[config.mk]
export PLATFORM = sky130hd
export DESIGN_NAME = spc2_top
export DESIGN_NICKNAME = d
export VERILOG_FILES = /design/src/rtl/spc2_pkg.sv /design/src/rtl/spc2_top.sv /design/src/rtl/spc2_sync.sv /design/src/rtl/spc2_div.sv
export SDC_FILE = /design/constraint.sdc
export NUM_CORES = 1
export LEC_CHECK = 0
export BUFFER_PORTS_ARGS = -buffer_cell sky130_fd_sc_hd__buf_2
export CAP_MARGIN = 0
export CORE_MARGIN = 10
export CORE_UTILIZATION = 55
export CTS_CLUSTER_DIAMETER = 80
export CTS_CLUSTER_SIZE = 28
export DETAILED_ROUTE_END_ITERATION = 7
export HOLD_SLACK_MARGIN = 0.15
export PLACE_DENSITY = 0.87
export SYNTH_ARGS = -nofsm -noshare
export SYNTH_HDL_FRONTEND = slang
export SYNTH_HIERARCHICAL = 1
export SYNTH_SLANG_ARGS = --single-unit
[constraint.sdc]
create_clock -name CLK_SYS -period 4.2 [get_ports CLK_SYS]
set_input_delay 0.84 -clock CLK_SYS [delete_from_list [all_inputs] [get_ports CLK_SYS]]
set_output_delay 0.84 -clock CLK_SYS [all_outputs]
set_load 0.005 [all_outputs]
[src/rtl/spc2_pkg.sv]
// Purpose: Shared constants for the serial peripheral with control register two
// Assumes: Avalon-MM word registers, 8-bit or 16-bit data in the low bits
// Notes:   All offsets and reset values are named here once
//
// Contract
// - Match irq enable bit 7 with match flag set raises an interrupt request.
// - Bit 6 selects 8-bit or 16-bit shift, match and buffer width.
// - Master mode length change aborts transfer, returns idle, clears all status bits.
// - In slave mode fault enable is ignored; select pin is slave select input.
// - Master: fault enable clear frees select pin; set makes it fault input or output.
// - Single-wire mode: bit 3 enables the data driver on the shared pin.
// - Single-wire uses master-out pin as master, master-in pin as slave.
// - Outside single-wire mode the single pin output enable is ignored.
// - Bit 1 set stops interface clocks while the processor waits.
// - Bit 0 selects separate pins or single-wire bidirectional operation.
package spc2_pkg;
	// ****************************************
	// Register map
	// ****************************************
	localparam logic [3:0] OFS_CTRL1  = 4'h0;
	localparam logic [3:0] OFS_CTRL2  = 4'h1;
	localparam logic [3:0] OFS_STATUS = 4'h2;
	localparam logic [3:0] OFS_DATA   = 4'h3;
	localparam logic [3:0] OFS_MATCH  = 4'h4;
	localparam logic [3:0] OFS_MASK   = 4'h5;
	// ****************************************
	// Control two fields
	// ****************************************
	localparam int B_MIE   = 7;
	localparam int B_WLEN  = 6;
	localparam int B_MODF  = 4;
	localparam int B_BOE   = 3;
	localparam int B_HALT  = 1;
	localparam int B_SWIRE = 0;
	localparam logic [7:0] CTRL2_WMASK = 8'hDB;
	localparam logic [7:0] CTRL2_RST   = 8'h00;
	// ****************************************
	// Control one fields (enable, master, select output enable, clock polarity)
	// ****************************************
	localparam int B_EN    = 0;
	localparam int B_MSTR  = 1;
	localparam int B_SSOE  = 2;
	localparam int B_CPOL  = 3;
	localparam logic [7:0] CTRL1_WMASK = 8'h0F;
	localparam logic [7:0] CTRL1_RST   = 8'h00;
	// ****************************************
	// Status fields
	// ****************************************
	localparam int S_RXF  = 0;
	localparam int S_TXE  = 1;
	localparam int S_MTCH = 2;
	localparam int S_MODF = 3;
	localparam logic [7:0] STAT_RST = 8'h00;
	localparam logic [7:0] MASK_RST = 8'h00;
	// ****************************************
	// Timing
	// ****************************************
	localparam int  CLK_HZ      = 25000000;
	localparam int  SCK_HALF_NS = 160;
	localparam int  SCK_HALF_CY = (SCK_HALF_NS * (CLK_HZ / 1000000)) / 1000;
	localparam logic [7:0] DIV_RST = 8'h00;
endpackage

[src/rtl/spc2_top.sv]
// Purpose: Serial peripheral with second control register behaviour
// Assumes: Avalon-MM slave, one wait cycle per access, mode 0 shifting
// Notes:   Serial clock from partner is sampled, never used as a clock
//
// Our own choices: the placing of the registers and the Avalon-MM interface to the registers.
`timescale 1ns/1ps
module spc2_top #(
	parameter int HALF = spc2_pkg::SCK_HALF_CY
) (
	input  wire logic        CLK_SYS,
	input  wire logic        RST,
	input  wire logic [3:0]  AVS_ADDRESS,
	input  wire logic        AVS_READ,
	input  wire logic        AVS_WRITE,
	input  wire logic [31:0] AVS_WRITEDATA,
	output      logic [31:0] AVS_READDATA,
	output      logic        AVS_WAITREQUEST,
	output      logic        IRQ,
	input  wire logic        WAIT_MODE,
	input  wire logic        SCK_IN,
	output      logic        SCK_OUT,
	output      logic        SCK_OE,
	input  wire logic        MOSI_IN,
	output      logic        MOSI_OUT,
	output      logic        MOSI_OE,
	input  wire logic        MISO_IN,
	output      logic        MISO_OUT,
	output      logic        MISO_OE,
	input  wire logic        SS_IN,
	output      logic        SS_OUT,
	output      logic        SS_OE
);
	typedef enum logic [1:0] {IDLE, SHIFT, DONE} spc2_st_t;

	typedef struct packed {
		spc2_st_t    fsm;
		logic [7:0]  ctrl1;
		logic [7:0]  ctrl2;
		logic [7:0]  stat;
		logic [7:0]  mask;
		logic [15:0] txbuf;
		logic [15:0] rxbuf;
		logic [15:0] match;
		logic [15:0] shreg;
		logic [4:0]  bits;
		logic        phase;
		logic        sck_d;
		logic        ack;
		logic        wreq;
		logic [31:0] rdata;
		logic        irq;
		logic        sck;
		logic        sck_oe;
		logic        mosi_o;
		logic        mosi_oe;
		logic        miso_o;
		logic        miso_oe;
		logic        ss_o;
		logic        ss_oe;
	} spc2_t;

	spc2_t st_ff;
	spc2_t nxt_st;

	logic [3:0] pins_s;
	logic       tick;
	logic       busy;
	logic       halted;

	// ****************************************
	// Pin synchronisers and divider
	// ****************************************
	spc2_sync #(.W(4)) u_sync (
		.clk (CLK_SYS),
		.rst (RST),
		.d   ({SS_IN, SCK_IN, MISO_IN, MOSI_IN}),
		.q   (pins_s)
	);

	assign busy = (st_ff.fsm == SHIFT);
	// Gated when halted so no edges advance the shifter in wait
	assign halted = st_ff.ctrl2[spc2_pkg::B_HALT] & WAIT_MODE;

	spc2_div #(.HALF(HALF)) u_div (
		.clk  (CLK_SYS),
		.rst  (RST),
		.clr  (!busy),
		.run  (st_ff.ctrl1[spc2_pkg::B_MSTR] & !halted),
		.tick (tick)
	);

	// ****************************************
	// Next-state logic
	// ****************************************
	always_comb begin
		logic       mstr;
		logic       swire;
		logic       wide;
		logic       modf;
		logic       din;
		logic       s_edge_r;
		logic       s_edge_f;
		logic       sample;
		logic       shift;
		logic [4:0] nbits;
		logic [15:0] wd;
		logic [7:0] w8;
		logic [7:0] ev;
		din      = 1'b0;
		ev       = 8'h00;
		mstr     = st_ff.ctrl1[spc2_pkg::B_MSTR];
		swire    = st_ff.ctrl2[spc2_pkg::B_SWIRE];
		wide     = st_ff.ctrl2[spc2_pkg::B_WLEN];
		modf     = st_ff.ctrl2[spc2_pkg::B_MODF];
		nbits    = wide ? 5'h10 : 5'h08;
		wd       = AVS_WRITEDATA[15:0];
		w8       = AVS_WRITEDATA[7:0];
		s_edge_r = pins_s[2] & !st_ff.sck_d;
		s_edge_f = !pins_s[2] & st_ff.sck_d;
		// Single-wire: master listens on master-out pin, slave on master-in
		if (swire) begin
			din = mstr ? pins_s[0] : pins_s[1];
		end else begin
			din = mstr ? pins_s[1] : pins_s[0];
		end
		sample = 1'b0;
		shift  = 1'b0;
		nxt_st       = st_ff;
		nxt_st.sck_d = pins_s[2];
		nxt_st.ack   = 1'b0;

		// Serial engine
		if (st_ff.ctrl1[spc2_pkg::B_EN] && !halted) begin
			if (mstr) begin
				if (busy && tick) begin
					nxt_st.phase = !st_ff.phase;
					nxt_st.sck   = !st_ff.sck;
					sample = !st_ff.phase;
					shift  = st_ff.phase;
				end
			end else if (!pins_s[3]) begin
				if (st_ff.fsm == IDLE) begin
					nxt_st.fsm   = SHIFT;
					nxt_st.shreg = st_ff.txbuf;
					nxt_st.bits  = 5'h00;
				end
				sample = s_edge_r;
				shift  = s_edge_f;
			end else if (busy) begin
				nxt_st.fsm = IDLE;
			end
		end
		if (sample && busy) begin
			nxt_st.shreg = {st_ff.shreg[14:0], din};
			nxt_st.bits  = st_ff.bits + 5'h01;
			if (st_ff.bits + 5'h01 == nbits) begin
				nxt_st.fsm = DONE;
			end
		end
		if (st_ff.fsm == DONE) begin
			nxt_st.rxbuf = wide ? st_ff.shreg : {8'h00, st_ff.shreg[7:0]};
			ev[spc2_pkg::S_RXF] = 1'b1;
			ev[spc2_pkg::S_TXE] = 1'b1;
			if ((wide ? st_ff.shreg : {8'h00, st_ff.shreg[7:0]}) == st_ff.match) begin
				ev[spc2_pkg::S_MTCH] = 1'b1;
			end
			nxt_st.fsm   = IDLE;
			nxt_st.sck   = 1'b0;
			nxt_st.phase = 1'b0;
		end
		// Mode fault: master, fault enable set, select output off, pin low
		if (mstr && modf && !st_ff.ctrl1[spc2_pkg::B_SSOE] && !pins_s[3]) begin
			ev[spc2_pkg::S_MODF] = 1'b1;
			nxt_st.ctrl1[spc2_pkg::B_MSTR] = 1'b0;
			nxt_st.fsm = IDLE;
		end
		// Events of this cycle, kept apart so a status read cannot lose them
		nxt_st.stat = nxt_st.stat | ev;

		// Register bus, one wait cycle then answer
		if ((AVS_READ || AVS_WRITE) && !st_ff.ack) begin
			nxt_st.ack   = 1'b1;
			nxt_st.rdata = 32'h0000_0000;
			if (AVS_WRITE) begin
				unique case (AVS_ADDRESS)
					spc2_pkg::OFS_CTRL1: nxt_st.ctrl1 = w8 & spc2_pkg::CTRL1_WMASK;
					spc2_pkg::OFS_CTRL2: begin
						nxt_st.ctrl2 = w8 & spc2_pkg::CTRL2_WMASK;
						// Length change in master aborts and clears status
						if (mstr && (w8[spc2_pkg::B_WLEN] != wide)) begin
							nxt_st.fsm   = IDLE;
							nxt_st.stat  = spc2_pkg::STAT_RST;
							nxt_st.sck   = 1'b0;
							nxt_st.phase = 1'b0;
							nxt_st.bits  = 5'h00;
						end
					end
					spc2_pkg::OFS_DATA: begin
						nxt_st.txbuf = wide ? wd : {8'h00, w8};
						nxt_st.stat[spc2_pkg::S_TXE] = 1'b0;
						if (mstr && st_ff.fsm == IDLE) begin
							nxt_st.fsm   = SHIFT;
							nxt_st.shreg = wide ? wd : {w8, 8'h00};
							nxt_st.bits  = 5'h00;
						end
					end
					spc2_pkg::OFS_MATCH: nxt_st.match = wide ? wd : {8'h00, w8};
					spc2_pkg::OFS_MASK:  nxt_st.mask  = w8;
					default: ;
				endcase
			end else begin
				unique case (AVS_ADDRESS)
					spc2_pkg::OFS_CTRL1:  nxt_st.rdata = {24'h0, st_ff.ctrl1};
					spc2_pkg::OFS_CTRL2:  nxt_st.rdata = {24'h0, st_ff.ctrl2};
					spc2_pkg::OFS_STATUS: begin
						nxt_st.rdata = {24'h0, st_ff.stat};
						// Read clears, but events in the same cycle survive
						nxt_st.stat  = ev;
					end
					spc2_pkg::OFS_DATA:  nxt_st.rdata = {16'h0, st_ff.rxbuf};
					spc2_pkg::OFS_MATCH: nxt_st.rdata = {16'h0, st_ff.match};
					spc2_pkg::OFS_MASK:  nxt_st.rdata = {24'h0, st_ff.mask};
					default: ;
				endcase
			end
		end

		// Interrupt: match gated by bit 7, others by mask
		nxt_st.irq = (nxt_st.stat[spc2_pkg::S_MTCH] & nxt_st.ctrl2[spc2_pkg::B_MIE])
			| (|(nxt_st.stat & nxt_st.mask & 8'hFB));

		// Pin drivers
		nxt_st.mosi_o = shift || st_ff.fsm == IDLE ? nxt_st.shreg[15] : st_ff.mosi_o;
		nxt_st.miso_o = nxt_st.mosi_o;
		if (swire) begin
			// Output enable only matters in single-wire mode
			nxt_st.mosi_oe = mstr & nxt_st.ctrl2[spc2_pkg::B_BOE];
			nxt_st.miso_oe = !mstr & nxt_st.ctrl2[spc2_pkg::B_BOE] & !pins_s[3];
		end else begin
			nxt_st.mosi_oe = mstr;
			nxt_st.miso_oe = !mstr & !pins_s[3];
		end
		if (!st_ff.ctrl1[spc2_pkg::B_EN]) begin
			nxt_st.mosi_oe = 1'b0;
			nxt_st.miso_oe = 1'b0;
		end
		nxt_st.ss_oe = st_ff.ctrl1[spc2_pkg::B_EN] & mstr & modf
			& st_ff.ctrl1[spc2_pkg::B_SSOE];
		nxt_st.ss_o  = !(nxt_st.fsm != IDLE);
		nxt_st.wreq  = !nxt_st.ack;
		nxt_st.sck_oe = nxt_st.ctrl1[spc2_pkg::B_EN] & nxt_st.ctrl1[spc2_pkg::B_MSTR];
	end

	always_ff @(posedge CLK_SYS) begin
		if (RST) begin
			st_ff       <= '0;
			st_ff.fsm   <= IDLE;
			st_ff.ctrl2 <= spc2_pkg::CTRL2_RST;
			st_ff.ss_o  <= 1'b1;
			st_ff.wreq  <= 1'b1;
		end else begin
			st_ff <= nxt_st;
		end
	end

	// ****************************************
	// Outputs
	// ****************************************
	assign AVS_READDATA    = st_ff.rdata;
	assign AVS_WAITREQUEST = st_ff.wreq;
	assign IRQ             = st_ff.irq;
	assign SCK_OUT         = st_ff.sck;
	assign SCK_OE          = st_ff.sck_oe;
	assign MOSI_OUT        = st_ff.mosi_o;
	assign MOSI_OE         = st_ff.mosi_oe;
	assign MISO_OUT        = st_ff.miso_o;
	assign MISO_OE         = st_ff.miso_oe;
	assign SS_OUT          = st_ff.ss_o;
	assign SS_OE           = st_ff.ss_oe;

	// ****************************************
	// Checks
	// ****************************************
	a_reserved_zero: assert property (@(posedge CLK_SYS) disable iff (RST)
		(st_ff.ctrl2[5] == 1'b0) && (st_ff.ctrl2[2] == 1'b0))
		else $error("reserved control bits not zero");
	a_match_irq: assert property (@(posedge CLK_SYS) disable iff (RST)
		(st_ff.stat[spc2_pkg::S_MTCH] && st_ff.ctrl2[spc2_pkg::B_MIE]) |-> IRQ)
		else $error("match interrupt missing");
	a_len_abort: assert property (@(posedge CLK_SYS) disable iff (RST)
		(AVS_WRITE && !st_ff.ack && AVS_ADDRESS == spc2_pkg::OFS_CTRL2
		&& st_ff.ctrl1[spc2_pkg::B_MSTR] && !(AVS_ADDRESS != spc2_pkg::OFS_CTRL2)
		&& AVS_WRITEDATA[6] != st_ff.ctrl2[6] && !pins_s[3] == 1'b0)
		|=> (st_ff.fsm == IDLE) && (st_ff.stat == 8'h00))
		else $error("length change did not abort");
	a_width_bits: assert property (@(posedge CLK_SYS) disable iff (RST)
		st_ff.bits <= (st_ff.ctrl2[6] ? 5'h10 : 5'h08))
		else $error("bit count exceeds length");
	a_oe_ignored: assert property (@(posedge CLK_SYS) disable iff (RST)
		(!st_ff.ctrl2[0] && $stable(st_ff.ctrl2[0]) && st_ff.ctrl1[0] && st_ff.ctrl1[1])
		|=> MOSI_OE)
		else $error("driver off outside single-wire");
	a_swire_slave: assert property (@(posedge CLK_SYS) disable iff (RST)
		(st_ff.ctrl2[0] && !st_ff.ctrl1[1]) |=> !MOSI_OE)
		else $error("slave drove master-out in single-wire");
	a_ss_slave: assert property (@(posedge CLK_SYS) disable iff (RST)
		(!st_ff.ctrl1[1] && !$past(st_ff.ctrl1[1])) |-> !SS_OE)
		else $error("slave drove select pin");
	a_halt_wait: assert property (@(posedge CLK_SYS) disable iff (RST)
		(halted && busy) |=> $stable(st_ff.bits))
		else $error("shifter advanced while halted");
	a_bus_answer: assert property (@(posedge CLK_SYS) disable iff (RST)
		((AVS_READ || AVS_WRITE) && AVS_WAITREQUEST) |=> !AVS_WAITREQUEST)
		else $error("bus answer late");
endmodule

[src/rtl/spc2_sync.sv]
// Purpose: Two-stage synchroniser for pin inputs
// Assumes: Inputs asynchronous to CLK_SYS
// Notes:   First stage is read only by the second
`timescale 1ns/1ps
module spc2_sync #(
	parameter int W = 1
) (
	input  wire logic         clk,
	input  wire logic         rst,
	input  wire logic [W-1:0] d,
	output      logic [W-1:0] q
);
	typedef struct packed {
		logic [W-1:0] s1;
		logic [W-1:0] s2;
	} spc2_sy_t;
	spc2_sy_t st_ff;
	spc2_sy_t nxt_st;

	always_comb begin
		nxt_st.s1 = d;
		nxt_st.s2 = st_ff.s1;
	end

	always_ff @(posedge clk) begin
		if (rst) begin
			st_ff <= '0;
		end else begin
			st_ff <= nxt_st;
		end
	end

	assign q = st_ff.s2;
endmodule

[src/rtl/spc2_div.sv]
// Purpose: Serial clock half-period enable divider
// Assumes: One clock; output is a one-cycle enable pulse
// Notes:   Counter restarts while held in clear
`timescale 1ns/1ps
module spc2_div #(
	parameter int HALF = 4
) (
	input  wire logic clk,
	input  wire logic rst,
	input  wire logic clr,
	input  wire logic run,
	output      logic tick
);
	typedef struct packed {
		logic [7:0] cnt;
		logic       tick;
	} spc2_dv_t;
	spc2_dv_t st_ff;
	spc2_dv_t nxt_st;

	always_comb begin
		nxt_st      = st_ff;
		nxt_st.tick = 1'b0;
		if (clr) begin
			nxt_st.cnt = spc2_pkg::DIV_RST;
		end else if (run) begin
			if (st_ff.cnt == 8'(HALF - 1)) begin
				nxt_st.cnt  = spc2_pkg::DIV_RST;
				nxt_st.tick = 1'b1;
			end else begin
				nxt_st.cnt = st_ff.cnt + 8'h01;
			end
		end
	end

	always_ff @(posedge clk) begin
		if (rst) begin
			st_ff <= '0;
		end else begin
			st_ff <= nxt_st;
		end
	end

	assign tick = st_ff.tick;
endmodule

==> impl_metrics.csv <==
group,metric,value,unit
detailed_routing,via_per_inst,5.94,
synth,synth.ff_latch_count,142,
run_status,outcome,"finished, final reports clean",
clocking,root_buffer,"clkbuf_16",
cells_and_area,final_nets,858,
pwr,p_leak,2.83,nW
global_route,grtUsageTotal,0.197,
placed_design,port_buffers,54,
sta,hold_viol_final,0,
synth,yosys_warnings,6,
setup_path,crit_type,"primary input to flop",
setup_path,end_kind,"flop",
sta,min_period,2760,ps
synth,synthTopCellsByArea,"dfxtp_1 (43%), mux2i_1 (7.5%), nand2_1 (7.2%)",
sta,finalSetupTns,0,ps
clocking,hold_buffers,0,
die,io_pins,87,
clocking,cts_max_path_buffers,2,
sta,slew_viol_final,0,
detailed_routing,drc,0,
synth,async_reset_ff_frac,0,
die,die_y,130,microns
setup_path,r2r_start,"st_ff[146]$_SDFF_PP0_",
cells_and_area,antenna_cells,0,
placed_design,detailed_place_hpwl,11300,microns
clocking,post_cts_resized,0,
sta,rsz0062_at_grt,"no",
cells_and_area,drive_gt1_frac,0.136,
placed_design,place_area,6810,sq um
die,die_w,130,microns
global_route,grt_pass1_vias,5353,
setup_path,start_kind,"primary input",
synth,syn_area,6670,sq um
clocking,cts_setup_buffers,0,
setup_path,crit_required,4470,ps
clocking,tritoncts,"done",
detailed_routing,routedWlPerCell,17.2,microns
die,start_util,0.557,
sta,fmax,363,MHz
sta,period_share,0.656,
global_route,antenna_found_initial,0,
global_route,grt_pass1_wl,26800,microns
die,rows,40,
hold_path,hold_depth,1,
job,drv_cap,0,
synth,yosys.area.top_type,"dfxtp_1",
synth,ys_seq_area_frac,0.427,
placed_design,finalWeightedCongestion,0.864,
synth,synthCells,789,
sta,worst_pin_slew,1040,ps
detailed_routing,vias,5754,
setup_path,crit_fanout,18,
setup_path,critPathLaunch,"AVS_ADDRESS[0]",
clocking,cts_sinks,142,
die,core-area,12000,sq um
clocking,h-tree-depth,4,
clocking,worstSkewPairLatency,420,ps
setup_path,rr_worst_depth,8,
setup_path,timing.rr.end,"MISO_OUT$_SDFFE_PP0P_",
synth,synth_flop_cell,"dfxtp_1",
die,fp.dieArea,16900,sq um
synth,synth_top_area_share,0.427,
cells_and_area,fin_area,7390,sq um
detailed_routing,wl,16700,microns
sta,setup-violations-final,0,
detailed_routing,first_pass_iters,7,
setup_path,r2r_slack,1500,ps
detailed_routing,drtAntennaViolNets,0,
sta,slew_headroom,0.303,
pwr,ir_worst_vdd,301,uV
sta,fin_skew,8.28,ps
global_route,grt_overflow_total,0,
setup_path,cp_data_arrival_time,3030,ps
clocking,cts_made_buffers,17,
synth,synth-edff-count,0,
detailed_routing,drt-initial-drc-count,597,
synth,synth.avg_cell_area,8.45,sq um
global_route,grt_max_degree,71,
hold_path,hold_class,"flop to flop",
clocking,clk_pin_slew,60,ps
pwr,power_density,395,nW/um^2
cells_and_area,syn_to_final_growth,10.9,%
setup_path,endpoint,"MISO_OUT$_SDFFE_PP0P_",
cells_and_area,final_core_util,0.618,
synth,ys_types,64,
==> cell type report <==
class,count,area [sq um]
fill,978,4570
multi-input combinational,574,3410
clock inverter,14,136
clock buffer,18,439
tap,147,184
sequential,142,2840
timing repair buffer,64,345
inverter,9,33.8
==> critical path, stage by stage <==
cell      delay (ps)
buf_2            330
nor3b_2          230
buf_4            210
and3_1           350
nand3_1          430
a21oi_1          490
a211oi_1         140
==> cells by family after synthesis <==
group	after synthesis	synth area share
compound gates	176	0.163
xor+xnor	18	0.0237
fa+ha+maj	5	0.00939
buf+inv	88	0.0710
flops	142	0.427
mux	58	0.0903
other cells	1	0.000563
simple gates	301	0.215
==> state kept, by name (all words and copies together) (netlist names), named ones only <==
name,cells
st_ff,99
AVS_READDATA,16
u_div/st_ff,8
u_sync/nxt_st,4
u_sync/q,4
AVS_WAITREQUEST,1
IRQ,1
MISO_OE,1
MISO_OUT,1
MOSI_OE,1
SCK_OE,1
SCK_OUT,1
SS_OE,1
SS_OUT,1
u_div/tick,1
==> cell usage in the layout (no fill, tap or decap), drive strengths merged, types with 8 or more instances in the layout <==
| master | instances |
|---|---|
| a211oi | 18 |
| a21oi | 78 |
| a22oi | 12 |
| and2 | 11 |
| buf | 64 |
| clkbuf | 18 |
| clkinv | 8 |
| conb | 16 |
| dfxtp | 142 |
| inv | 12 |
| mux2i | 50 |
| nand2 | 128 |
| nand3 | 46 |
| nor2 | 52 |
| nor2b | 16 |
| nor3 | 10 |
| o21ai | 36 |
| xnor2 | 9 |
| xor2 | 9 |
==> where the power goes <==
| part | total [mW] | internal (mW) | leakage, nW | switching [mW] |
|---|---|---|---|---|
| Clock | 1.44 | 0.839 | 0.279 | 0.596 |
| Sequential | 1.36 | 1.36 | 1.15 | 0.00712 |
| Combinational | 0.117 | 0.0344 | 1.40 | 0.0830 |
==> metrics by stage <==
stage | worst slack (ps) | power, mW | std cells | hold slack (ps)
floorplan | 1630 | 1.47 | 804 | 414
global placement | 1180 | 1.50 | 936 | 419
detailed placement | 1120 | 1.51 | 936 | 424
CTS | 1530 | 2.92 | 968 | 438
global route | 1320 | 3.01 | 968 | 454
finish | 1440 | 2.92 | 968 | 435
==> synth_stat cells (8+ instances only) <==
cell / count
buf_4: 33
nor2_1: 51
xnor2_1: 9
dfxtp_1: 142
a22oi_1: 12
inv_1: 9
clkbuf_1: 33
o21ai_0: 33
a211oi_1: 18
xor2_1: 9
nand2_1: 128
nor2b_1: 16
mux2i_1: 50
and2_1: 9
a21oi_1: 78
nor3_1: 8
nand3_1: 46
==> per-layer routing <==
| layer | GRT usage | up-vias | routed length, microns |
|---|---|---|---|
| li1 | - | 2759 | - |
| met1 | 0.243 | 2705 | 6870 |
| met2 | 0.323 | 254 | 7970 |
| met3 | 0.0507 | 36 | 1420 |
| met4 | 0.0780 | 0 | 423 |
| met5 | 0 | - | 0 |
==> how the worst min path moves through the flow <==
| stage | start | end | slack, ps |
|---|---|---|---|
| final | u_sync/nxt_st[1]$_SDFF_PP0_ | u_sync/q[1]$_SDFF_PP0_ | 430 |
| after global routing | u_sync/nxt_st[1]$_SDFF_PP0_ | u_sync/q[1]$_SDFF_PP0_ | 450 |
| after CTS | u_sync/nxt_st[1]$_SDFF_PP0_ | u_sync/q[1]$_SDFF_PP0_ | 440 |
| after detailed placement | u_sync/nxt_st[1]$_SDFF_PP0_ | u_sync/q[1]$_SDFF_PP0_ | 420 |
| after global placement | u_sync/nxt_st[0]$_SDFF_PP0_ | u_sync/q[0]$_SDFF_PP0_ | 420 |
| after floorplan | u_sync/nxt_st[0]$_SDFF_PP0_ | u_sync/q[0]$_SDFF_PP0_ | 410 |
No activity file was read; power rests on OpenSTA's default activity.
